`src/include/pport_pkg.sv`:
```
// constants and types shared by the parallel data port
package pport_pkg;
    // ******************************
    // widths
    // ******************************
    localparam int RESULT_W = 12;
    localparam int CHAN_W = 3;
    localparam int LOW_W = 8;
    localparam int UPPER_W = 3;
    localparam int SYNC_STAGES = 2;
    // ******************************
    // field positions
    // ******************************
    localparam int BIT8_POS = 8;
    localparam int UPPER_LSB = 9;
    localparam int HB_DATA_W = 4;
    localparam int HB_CHAN_LSB = 4;
    localparam int HB_PAD_BIT = 7;
    localparam int TEN_BIT_PAD = 2;
    localparam int TEN_BIT_RESULT = 10;
    // ******************************
    // reset values
    // ******************************
    localparam logic [RESULT_W-1:0] RESULT_RST = 12'h000;
    localparam logic [CHAN_W-1:0] CHAN_RST = 3'h0;
    localparam logic [LOW_W-1:0] LOW_RST = 8'h00;
    localparam logic [UPPER_W-1:0] UPPER_RST = 3'h0;
    localparam logic [SYNC_STAGES-1:0] STROBE_IDLE = 2'h3;
    localparam logic [SYNC_STAGES-1:0] LEVEL_LOW = 2'h0;
    // ******************************
    // types
    // ******************************
    typedef enum logic [1:0] {ST_IDLE, ST_READ, ST_WRITE} bus_state_t;
endpackage

```
`src/include/result_stream_if.sv`:
```
// stream of conversion results with channel identifier
`timescale 1ns/1ps
interface result_stream_if #(parameter int DATA_W = pport_pkg::RESULT_W);
    logic valid;
    logic ready;
    logic [DATA_W-1:0] data;
    logic [pport_pkg::CHAN_W-1:0] chan;
    modport producer (output valid, output data, output chan, input ready);
    modport consumer (input valid, input data, input chan, output ready);
endinterface

```
`src/adc_parallel_data_port.sv`:
```
// parallel host data port: result reads and register writes
// Operation
// RULE_01: low eight data lines are three-state, read results, accept writes, strobe gated.
// RULE_02: ten-bit variant reads two lowest lines as zero, lsb on line two.
// RULE_03: word mode high: shared pin is data bit eight, three-state, strobe gated.
// RULE_04: word mode low: shared pin is an upper byte select input.
// RULE_05: byte mode, select low: low byte on the eight low lines.
// RULE_06: byte mode, select high: top four bits on lines zero to three.
// RULE_07: upper byte read carries the result's channel id on bits four to six.
// RULE_08: host writes zeros on bits four to seven of an upper byte.
// RULE_09: ten-bit low byte read: two low bits zero, six data bits above.
// RULE_10: result driven after read strobe falls while chip select is low.
// RULE_11: host asserts write strobe with chip select to load registers.
// RULE_12: lines float whenever chip select is high or no read runs.
`timescale 1ns/1ps
module adc_parallel_data_port
    import pport_pkg::*;
#(
    parameter int RESULT_BITS = RESULT_W
) (
    input wire logic sys_clk,
    input wire logic rst,
    input wire logic cs_n,
    input wire logic rd_n,
    input wire logic wr_n,
    input wire logic word_mode,
    input wire logic [pport_pkg::LOW_W-1:0] low_data_lines_i,
    output logic [pport_pkg::LOW_W-1:0] low_data_lines_o,
    output logic low_data_lines_oe,
    input wire logic bit8_or_upper_byte_select_i,
    output logic bit8_or_upper_byte_select_o,
    output logic bit8_or_upper_byte_select_oe,
    input wire logic [pport_pkg::UPPER_W-1:0] upper_data_lines_i,
    output logic [pport_pkg::UPPER_W-1:0] upper_data_lines_o,
    output logic upper_data_lines_oe,
    input wire logic res_valid,
    input wire logic [pport_pkg::RESULT_W-1:0] res_data,
    input wire logic [pport_pkg::CHAN_W-1:0] res_chan,
    output logic res_ready,
    output logic reg_wr_valid,
    output logic [pport_pkg::RESULT_W-1:0] reg_wr_word
);
    import pport_pkg::*;

    if (RESULT_BITS != RESULT_W && RESULT_BITS != TEN_BIT_RESULT) begin : g_bad_bits
        $error("RESULT_BITS must be 12 or 10");
    end

    // ******************************
    // pin synchronisers
    // ******************************
    logic [SYNC_STAGES-1:0] cs_n_q;
    logic [SYNC_STAGES-1:0] rd_n_q;
    logic [SYNC_STAGES-1:0] wr_n_q;
    logic [SYNC_STAGES-1:0] wm_q;
    logic [SYNC_STAGES-1:0] b8_q;
    logic [LOW_W-1:0] low_m_q;
    logic [LOW_W-1:0] low_s_q;
    logic [UPPER_W-1:0] up_m_q;
    logic [UPPER_W-1:0] up_s_q;

    always_ff @(posedge sys_clk) begin
        if (rst) begin
            cs_n_q <= STROBE_IDLE;
            rd_n_q <= STROBE_IDLE;
            wr_n_q <= STROBE_IDLE;
            wm_q <= LEVEL_LOW;
            b8_q <= LEVEL_LOW;
        end else begin
            cs_n_q <= {cs_n_q[0], cs_n};
            rd_n_q <= {rd_n_q[0], rd_n};
            wr_n_q <= {wr_n_q[0], wr_n};
            wm_q <= {wm_q[0], word_mode};
            b8_q <= {b8_q[0], bit8_or_upper_byte_select_i};
        end
    end

    always_ff @(posedge sys_clk) begin
        low_m_q <= low_data_lines_i;
        low_s_q <= low_m_q;
        up_m_q <= upper_data_lines_i;
        up_s_q <= up_m_q;
    end

    wire cs_s = ~cs_n_q[1];
    wire rd_act = cs_s & ~rd_n_q[1];
    wire wr_act = cs_s & ~wr_n_q[1]; // RULE_11
    wire wm_s = wm_q[1];
    // in byte mode the shared pin is an input select, never data
    wire hb_s = ~wm_s & b8_q[1]; // RULE_04

    // ******************************
    // result buffer and held result
    // ******************************
    result_stream_if #(.DATA_W(RESULT_W)) in_s ();
    result_stream_if #(.DATA_W(RESULT_W)) out_s ();

    assign in_s.valid = res_valid;
    assign in_s.data = res_data;
    assign in_s.chan = res_chan;
    assign res_ready = in_s.ready;

    result_buffer #(.DATA_W(RESULT_W)) u_buf (
        .sys_clk(sys_clk),
        .rst(rst),
        .in_s(in_s),
        .out_s(out_s)
    );

    bus_state_t state_q;
    bus_state_t state_d;
    logic [RESULT_W-1:0] cur_q;
    logic [CHAN_W-1:0] cur_chan_q;
    logic cur_valid_q;
    logic hb_q;
    logic wm_rd_q;

    wire load_cur = out_s.valid & out_s.ready;
    assign out_s.ready = ~cur_valid_q & (state_q != ST_READ);

    // a word is consumed once its last part has been read out
    wire read_done = (state_q == ST_READ) & ~rd_act;
    wire consume = read_done & (wm_rd_q | hb_q);

    always_ff @(posedge sys_clk) begin
        if (rst) begin
            cur_q <= RESULT_RST;
            cur_chan_q <= CHAN_RST;
            cur_valid_q <= 1'b0;
        end else if (load_cur) begin
            cur_q <= out_s.data;
            cur_chan_q <= out_s.chan;
            cur_valid_q <= 1'b1;
        end else if (consume) begin
            cur_valid_q <= 1'b0;
        end
    end

    // ******************************
    // read data formatting
    // ******************************
    wire [RESULT_W-1:0] word_al = (RESULT_BITS == TEN_BIT_RESULT)
        ? {cur_q[TEN_BIT_RESULT-1:0], {TEN_BIT_PAD{1'b0}}} // RULE_02 RULE_09
        : cur_q;
    wire [LOW_W-1:0] hi_byte = {1'b0, cur_chan_q, // RULE_07
        word_al[RESULT_W-1 -: HB_DATA_W]}; // RULE_06
    wire [LOW_W-1:0] byte_sel = hb_s ? hi_byte : word_al[LOW_W-1:0]; // RULE_05
    wire [LOW_W-1:0] low_d = wm_s ? word_al[LOW_W-1:0] : byte_sel; // RULE_01
    wire b8_d = word_al[BIT8_POS]; // RULE_03
    wire [UPPER_W-1:0] up_d = word_al[RESULT_W-1:UPPER_LSB];

    // ******************************
    // bus sequencer
    // ******************************
    always_comb begin
        state_d = state_q;
        unique case (state_q)
            ST_IDLE: begin
                if (rd_act) begin
                    state_d = ST_READ; // RULE_10
                end else if (wr_act) begin
                    state_d = ST_WRITE;
                end
            end
            ST_READ: begin
                if (!rd_act) begin
                    state_d = ST_IDLE;
                end
            end
            ST_WRITE: begin
                if (!wr_act) begin
                    state_d = ST_IDLE;
                end
            end
        endcase
    end

    wire drive_d = (state_d == ST_READ); // RULE_12

    always_ff @(posedge sys_clk) begin
        if (rst) begin
            state_q <= ST_IDLE;
            hb_q <= 1'b0;
            wm_rd_q <= 1'b0;
            low_data_lines_oe <= 1'b0;
            bit8_or_upper_byte_select_oe <= 1'b0;
            upper_data_lines_oe <= 1'b0;
            low_data_lines_o <= LOW_RST;
            bit8_or_upper_byte_select_o <= 1'b0;
            upper_data_lines_o <= UPPER_RST;
        end else begin
            state_q <= state_d;
            hb_q <= hb_s;
            wm_rd_q <= wm_s;
            low_data_lines_oe <= drive_d; // RULE_01
            bit8_or_upper_byte_select_oe <= drive_d & wm_s; // RULE_03 RULE_04
            upper_data_lines_oe <= drive_d & wm_s;
            low_data_lines_o <= low_d;
            bit8_or_upper_byte_select_o <= b8_d;
            upper_data_lines_o <= up_d;
        end
    end

    // ******************************
    // register writes
    // ******************************
    logic [RESULT_W-1:0] wr_word_q;
    logic [LOW_W-1:0] wr_low_q;
    logic wr_hb_q;
    logic wr_wm_q;

    wire write_done = (state_q == ST_WRITE) & ~wr_act;
    // upper byte bits above the data nibble are zero by host contract
    wire [RESULT_W-1:0] byte_word = {low_s_q[HB_DATA_W-1:0], wr_low_q}; // RULE_06 RULE_08
    wire [RESULT_W-1:0] full_word = {up_s_q, b8_q[1], low_s_q};

    always_ff @(posedge sys_clk) begin
        if (rst) begin
            wr_word_q <= RESULT_RST;
            wr_low_q <= LOW_RST;
            wr_hb_q <= 1'b0;
            wr_wm_q <= 1'b0;
        end else if (state_q == ST_WRITE && wr_act) begin
            wr_hb_q <= hb_s;
            wr_wm_q <= wm_s;
            wr_word_q <= wm_s ? full_word : byte_word;
            if (!wm_s && !hb_s) begin
                wr_low_q <= low_s_q; // RULE_05
            end
        end
    end

    always_ff @(posedge sys_clk) begin
        if (rst) begin
            reg_wr_valid <= 1'b0;
            reg_wr_word <= RESULT_RST;
        end else begin
            reg_wr_valid <= write_done & (wr_wm_q | wr_hb_q); // RULE_11
            if (write_done) begin
                reg_wr_word <= wr_word_q;
            end
        end
    end
endmodule

```
`src/result_buffer.sv`:
```
// two-entry result buffer with valid and ready on both sides
`timescale 1ns/1ps
module result_buffer
    import pport_pkg::*;
#(
    parameter int DATA_W = RESULT_W
) (
    input wire logic sys_clk,
    input wire logic rst,
    result_stream_if.consumer in_s,
    result_stream_if.producer out_s
);
    import pport_pkg::*;

    // ******************************
    // storage
    // ******************************
    logic [DATA_W-1:0] data_q [2];
    logic [CHAN_W-1:0] chan_q [2];
    logic wptr_q;
    logic rptr_q;
    logic [1:0] count_q;
    logic [1:0] count_d;
    logic in_ready_q;

    wire push = in_s.valid & in_ready_q;
    wire pop = out_s.valid & out_s.ready;

    assign count_d = count_q + {1'b0, push} - {1'b0, pop};
    assign in_s.ready = in_ready_q;
    assign out_s.valid = (count_q != 2'h0);
    assign out_s.data = data_q[rptr_q];
    assign out_s.chan = chan_q[rptr_q];

    always_ff @(posedge sys_clk) begin
        if (push) begin
            data_q[wptr_q] <= in_s.data;
            chan_q[wptr_q] <= in_s.chan;
        end
    end

    always_ff @(posedge sys_clk) begin
        if (rst) begin
            wptr_q <= 1'b0;
            rptr_q <= 1'b0;
            count_q <= 2'h0;
            in_ready_q <= 1'b0;
        end else begin
            wptr_q <= wptr_q ^ push;
            rptr_q <= rptr_q ^ pop;
            count_q <= count_d;
            in_ready_q <= (count_d != 2'h2);
        end
    end
endmodule

```
`config.mk`:
```
export PLATFORM = sky130hd
export DESIGN_NAME = adc_parallel_data_port
export DESIGN_NICKNAME = d
export VERILOG_FILES = /design/src/include/pport_pkg.sv /design/src/include/result_stream_if.sv /design/src/adc_parallel_data_port.sv /design/src/result_buffer.sv
export SDC_FILE = /design/constraint.sdc
export NUM_CORES = 1
export LEC_CHECK = 0
export BUFFER_PORTS_ARGS = -buffer_cell sky130_fd_sc_hd__buf_2
export CORE_MARGIN = 1.5
export CORE_UTILIZATION = 50
export CTS_BUF_LIST = sky130_fd_sc_hd__clkbuf_4 sky130_fd_sc_hd__clkbuf_8 sky130_fd_sc_hd__clkbuf_16
export CTS_CLUSTER_SIZE = 24
export DETAILED_ROUTE_END_ITERATION = 7
export PLACE_DENSITY_LB_ADDON = 0.1
export SETUP_SLACK_MARGIN = 0.1
export SYNTH_ARGS = -nofsm -noshare
export SYNTH_HDL_FRONTEND = slang
export SYNTH_SLANG_ARGS = --single-unit
```
`constraint.sdc`:
```
create_clock -name sys_clk -period 2.5 [get_ports sys_clk]
set_clock_uncertainty 0.1 [all_clocks]
set_input_delay 0.25 -clock sys_clk [delete_from_list [all_inputs] [get_ports sys_clk]]
set_output_delay 0.25 -clock sys_clk [all_outputs]
set_load 0.01 [all_outputs]
```
==> impl_metrics.ini, run 1 <==
[run_status]
status = finished with violations
violations = DRC

[job]
maxCapViolCount = 0

[final_layout]
nets = 530
synthToLayoutAreaGrowth_pct = 27.9
fin_area_um2 = 5870
fin_cells = 611
final_layout_size_suffix_gt1_share_pct = 23.7
nFillCells = 712
antenna_cells = 0
fin_util_pct = 66.7

[timing]
rsz0062_at_grt = no
finalCritPeriodShare_pct = 78.7
hold_ws_ns = 0.0821
fin_setup_tns_ns = 0
finalCriticalPeriod_ns = 1.97
slew_headroom_pct = 49.3
finalSetupViolCount = 0
worst_pin_slew_ns = 0.760
finalHoldViolCount = 0
timing.fmax_mhz = 509
drv_slew = 0

[global_route]
grt_pass1_wl_mm = 13.9
grt_max_degree = 56
antenna_found_initial = 0
grt.total_usage_pct = 18.4
grt_pass1_vias = 3054
gr-total-overflow = 0

[synth]
async_reset_ff_share_pct = 0
yosysSeqAreaShare_pct = 65.8
ys_ff_latch = 136
netlist_area_um2 = 4590
synth_ff_type = dfxtp_1
post_synth_num_cell_types = 30
synthCells = 395
syn-num-nets = 435
synth_edf_count = 30
yosysWarnings = 0
syn_avg_cell_area_um2 = 11.6

[drt]
wl_per_cell_um = 13.6
vias = 3028
vias_per_cell = 4.96
drc = 3
dr.pass1.iters = 7
drtIter0Drc = 74
ant_nets = 0
finalWirelength_mm = 8.29

[power]
leakage_nw = 2.27
vdd_ir_drop_max_mv = 0.503
p_per_area_nw_per_um2 = 995

[floorplan]
die_w_um = 98.8
die-area_um2 = 9770
row_count = 34
die_h_um = 98.8
io_pins = 63
fp.coreArea_um2 = 8810
start_util_pct = 52.1

[placement]
dp.cells = 548
place_congestion = 0.720
placed_area_um2 = 4990
dp_hpwl_mm = 5.00
numPortBuffers = 62

[clock_tree]
insertion_delay_ns = 0.51
ctsRootBufferMaster = clkbuf_8
clk_path_buf_depth = 2
tritoncts = yes
cts_max_level = 4
clk_pin_slew_ns = 0.06
cts-resized-gates = 0
clkSinkCount = 136
cts_buffers = 17

[setup_path]
end_kind = flop
crit_fanout = 4
critPathArrivalTime_ns = 2.32
worstSetupPathType = flop to flop
cp.required_ns = 2.85
start_kind = flop

[worst_hold_path]
worstHoldPathType = input pin to flop
## state kept, by name (all words and copies together), names as in the netlist, 3 cells and up
register and cells:
cur_chan_q 3, cur_q 12, low_data_lines_o 8, low_m_q 8, low_s_q 8, reg_wr_word 12
u_buf.chan_q 6, u_buf.data_q 24, up_m_q 3, up_s_q 3, upper_data_lines_o 3, wr_low_q 8
wr_word_q 12
## metrics by stage
stage                     power [mW]  setup slack (ns)
after floorplan                 3.27             0.386
after global placement          3.48             0.606
after detailed placement        3.50             0.535
after CTS                       5.91             0.516
after global routing            6.13             0.343
final                           5.84             0.534
## critical path, stage by stage, from the launching register on
cell and delay, ns:
dfxtp_1 0.38, inv_1 0.06, ha_1 0.24, nor3_4 0.19, ha_1 0.25, inv_1 0.05, ha_1 0.15, xor2_1 0.19
xnor2_1 0.17, nor2_1 0.06, nor2_1 0.08
## repair_timing
item	in CTS	in global routing
hold buffers	31	0
endpoints found under the hold margin	46	0
buffers inserted	0	0
setup endpoints to repair	0	0
## path summary, 6_finish.rpt
check                        start                     endpoint  slack (ns)  cells past startpoint
max          state_q[1]$_SDFF_PP0_  u_buf.in_s.ready$_SDFF_PP0_        0.53                     10
min                            rst           wm_rd_q$_SDFF_PP0_        0.08                      2
max reg2reg  state_q[1]$_SDFF_PP0_  u_buf.in_s.ready$_SDFF_PP0_        0.53                     10
min reg2reg     low_m_q[5]$_DFF_P_           low_s_q[5]$_DFF_P_        0.23                      0
## synthesized netlist by cell type, types with 2 or more instances
cell type | count | area (um^2)
dfxtp_1 | 106 | 2120
nand2_1 | 49 | 184
nor2_1 | 44 | 165
edfxtp_1 | 30 | 901
a21oi_1 | 29 | 145
mux2i_1 | 29 | 290
a211oi_1 | 17 | 128
nor2b_1 | 13 | 81.3
a211oi_2 | 10 | 125
clkbuf_1 | 10 | 37.5
buf_2 | 8 | 40.0
nand3_1 | 8 | 40.0
inv_1 | 7 | 26.3
ha_1 | 6 | 75.1
or2_2 | 6 | 37.5
buf_6 | 3 | 33.8
buf_4 | 2 | 15.0
nor3_1 | 2 | 10.0
o211ai_1 | 2 | 15.0
o21ai_0 | 2 | 10.0
o221ai_1 | 2 | 17.5
xnor2_1 | 2 | 17.5
## area by class of cell
type | count | area, um^2 | area share (%)
sequential | 136 | 3020 | 51.5
clock inverter | 12 | 116 | 1.98
multi-input combinational | 228 | 1410 | 24.1
inverter | 7 | 26.3 | 0.447
tap | 108 | 135 | 2.30
timing repair buffer | 100 | 698 | 11.9
clock buffer | 20 | 460 | 7.84
## power breakdown
part,total (mW),internal [mW],switching (mW)
logic,0.841,0.376,0.465
clock network,2.36,1.42,0.934
registers,2.64,2.53,0.115
total,5.84,4.33,1.51
## layer usage
| metal | GRT usage (%) | vias to the layer above | part of all wire, % |
|---|---|---|---|
| met2 | 32.3 | 57 | 51 |
| met3 | 5.60 | 8 | 3.3 |
| met4 | 6.92 | 0 | 0.94 |
| li1 | - | 1552 | - |
| met5 | 0 | - | 0 |
| met1 | 21.2 | 1411 | 44 |
## cell usage in the layout, fill, tap and decap left out, drive strengths merged, types with 8 or more instances in the layout
master         n
dfxtp        106
buf           69
nand2         49
nor2          44
dlygate4sd3   31
edfxtp        30
mux2i         29
a21oi         29
a211oi        27
clkbuf        20
nor2b         13
inv           10
nand3          8
## logic make-up (layout without fill, tap and decap cells)
kind of cell | after synthesis | in the layout | share of synthesized area [%]
simple gates | 126 | 126 | 12.2
xor+xnor | 3 | 3 | 0.572
fa+ha+maj | 6 | 6 | 1.64
buf+inv | 31 | 139 | 3.49
compound gates | 64 | 64 | 9.92
flops | 136 | 136 | 65.8
mux | 29 | 29 | 6.32
No activity file was read; power rests on OpenSTA's default activity.
==> inputs of run 2 (changes only) <==
Settings changed: ABC_AREA set to 1.
Clock period 2.5 ns to 1.9 ns, I/O delays scaled along.
==> impl_metrics.ini, run 2 <==
[final_layout]
synthToLayoutAreaGrowth_pct = 28.6
largest_register_ffs = 24
final_layout_size_suffix_gt1_share_pct = 20.7
antenna_cells = 0
final_cell_mix = 119 x nand2_1, 104 x dfxtp_1, 91 x nor2_1, 62 x buf_2, 44 x o21ai_0
regMostFlops = u_buf.data_q
regArea_um2 = 3030
fin_cells = 734
nets = 650
nFillCells = 742
final_common_cell = nand2_1
multi_input_area_um2 = 1410

[setup_path]
crit_fanout = 3
worstSetupPathType = flop to flop
worstRegToRegCells = 12
regToRegSetupSlack_ns = 0.21
start_kind = flop
cp.required_ns = 2.19
end_kind = flop
timing.rr.end = u_buf.in_s.ready$_SDFF_PP0_
critPathArrivalTime_ns = 1.98
r2r_start = state_q[1]$_SDFF_PP0_

[timing]
rsz0062_at_grt = no
slew_headroom_pct = 71.1
finalHoldViolCount = 0
timing.fmax_mhz = 593
finalSetupViolCount = 0
finalCriticalPeriod_ns = 1.69
worst_pin_slew_ns = 0.433
drv_slew = 0
fin_setup_tns_ns = 0
finalCritPeriodShare_pct = 88.8

[floorplan]
start_util_pct = 51.2
fp.coreArea_um2 = 9150
die_w_um = 99.8
row_count = 35
die-area_um2 = 9960
io_pins = 63
die_h_um = 99.8

[power]
switchingPower_mw = 2.21
p_per_area_nw_per_um2 = 1290
pwr-share-clk_pct = 38.4
leakage_nw = 2.75
vdd_ir_drop_max_mv = 0.614
intPower_mw = 5.57
power.share.switching_pct = 28.4
pwr-share-comb_pct = 16.3
seqPwrFrac_pct = 45.3
finalPower_mw = 7.78

[clock_tree]
ctsRootBufferMaster = clkbuf_8
cts_buffers = 17
tritoncts = yes
clkSinkCount = 136
clk_pin_slew_ns = 0.06
insertion_delay_ns = 0.52
clk_path_buf_depth = 2
cts_max_level = 4

[synth]
synth_top_area_share_pct = 45.3
ys_ff_latch = 136
synth_edf_count = 30
post_synth_num_cell_types = 25
netlist_area_um2 = 4680
yosysSeqAreaShare_pct = 64.5
yosysWarnings = 0
yosys-top-cells-count = 119 x nand2_1, 106 x dfxtp_1, 93 x nor2_1
syn_avg_cell_area_um2 = 9.24
synth_top_area_cell = dfxtp_1
async_reset_ff_share_pct = 0
synthCells = 507
synthTopCellsByArea = dfxtp_1 45%, edfxtp_1 19%, nand2_1 9.5%
synth_most_common_cell = nand2_1
syn-num-nets = 547
synth_ff_type = dfxtp_1

[global_route]
grt_max_degree = 48
grt_pass1_wl_mm = 15.3
gr-total-overflow = 0
antenna_found_initial = 0
grt_pass1_vias = 3331
grt.total_usage_pct = 19.9

[placement]
dp_hpwl_mm = 5.61
place_congestion = 0.717
dp.cells = 666
numPortBuffers = 62

[drt]
finalWirelength_mm = 8.97
vias_per_cell = 4.75
dr.pass1.iters = 4
vias = 3487
ant_nets = 0
drtIter0Drc = 130
wl_per_cell_um = 12.2
drc = 0

[worst_hold_path]
hold_depth = 5
worstHoldPathType = input pin to flop
min_from = res_valid
min_to = u_buf.wptr_q$_SDFF_PP0_

[job]
maxCapViolCount = 0

[run_status]
status = finished clean
## run 2: changes by cell type after synthesis, moves of 5 or more
cell,before,now
a211oi_1,17,0
a211oi_2,10,0
buf_2,8,13
clkbuf_1,10,4
inv_1,7,34
mux2i_1,29,0
nand2_1,49,119
nand3_1,8,3
nor2_1,44,93
nor2b_1,13,0
o21ai_0,2,44
## run 2: cell families after synthesis
logic type               count (synthesis)  synth area share, %
adder cells (fa/ha/maj)                  6                 1.60
buffers and inverters                   62                 5.98
XOR/XNOR                                 2                0.374
flip-flops                             136                 64.5
AND/OR/NAND/NOR                        227                 19.5
AO/OA/AOI/OAI                           74                 7.99
## run 2: area by class of cell
class / instances / share of cell area (%)
sequential: 136 / 50.2
multi-input combinational: 309 / 23.4
timing repair buffer: 108 / 12.5
clock buffer: 18 / 7.29
inverter: 38 / 2.37
tap: 111 / 2.30
clock inverter: 14 / 1.85
## run 2: what timing repair did
action	CTS	global route
hold buffers	35	0
gates resized for setup	2	7
endpoints found under the setup margin	14	16
hold endpoints to repair	53	0
setup buffers	0	1
## run 2: per-stage QoR
step | worst slack (ns) | instance area, um^2 | utilization [%] | hold slack [ns]
after detailed placement | -0.124 | 5090 | 55.6 | 0.194
after global placement | -0.0380 | 5090 | 55.6 | 0.193
after CTS | 0.121 | 5990 | 65.5 | 0.0428
final | 0.212 | 6030 | 65.8 | 0.0595
after floorplan | 0.121 | 4690 | - | 0.118
after global routing | 0.0936 | 6030 | 65.8 | 0.0778
## run 2: critical path, stage by stage, from the launching register on
cell and delay (ns):
dfxtp_2 0.32, inv_2 0.07, ha_4 0.15, nor2_4 0.03, o21ai_2 0.07, inv_2 0.06, ha_1 0.27, inv_1 0.04
ha_1 0.20, inv_1 0.06, nand2_1 0.06, nand2_1 0.08, a21oi_2 0.05
## run 2: power by group through the flow
stage	Clock (mW)	Sequential, mW	Combinational, mW
after floorplan	0	3.57	0.838
after global placement	0	3.56	1.17
after detailed placement	0	3.58	1.19
after CTS	3.04	3.52	1.26
after global routing	3.18	3.57	1.45
final	2.99	3.52	1.26
## run 2: how the worst max path moves through the flow
stage | slack, ns | end | cells past startpoint | start
after detailed placement | -0.12 | reg_wr_word[4]$_SDFFE_PP0P_ | 7 | state_q[0]$_SDFF_PP0_
after CTS | 0.12 | u_buf.in_s.ready$_SDFF_PP0_ | 12 | state_q[1]$_SDFF_PP0_
after global routing | 0.09 | u_buf.in_s.ready$_SDFF_PP0_ | 12 | state_q[1]$_SDFF_PP0_
after global placement | -0.04 | reg_wr_word[7]$_SDFFE_PP0P_ | 7 | state_q[0]$_SDFF_PP0_
after floorplan | 0.12 | u_buf.in_s.ready$_SDFF_PP0_ | 13 | state_q[1]$_SDFF_PP0_
final | 0.21 | u_buf.in_s.ready$_SDFF_PP0_ | 12 | state_q[1]$_SDFF_PP0_
## run 2: layer usage
layer,global-route usage (%),part of all wire [%],vias to the layer above
met5,0,0,-
met4,8.45,1.2,0
met3,5.08,4.6,10
met2,31.0,46,84
met1,26.4,48,1593
li1,-,-,1800
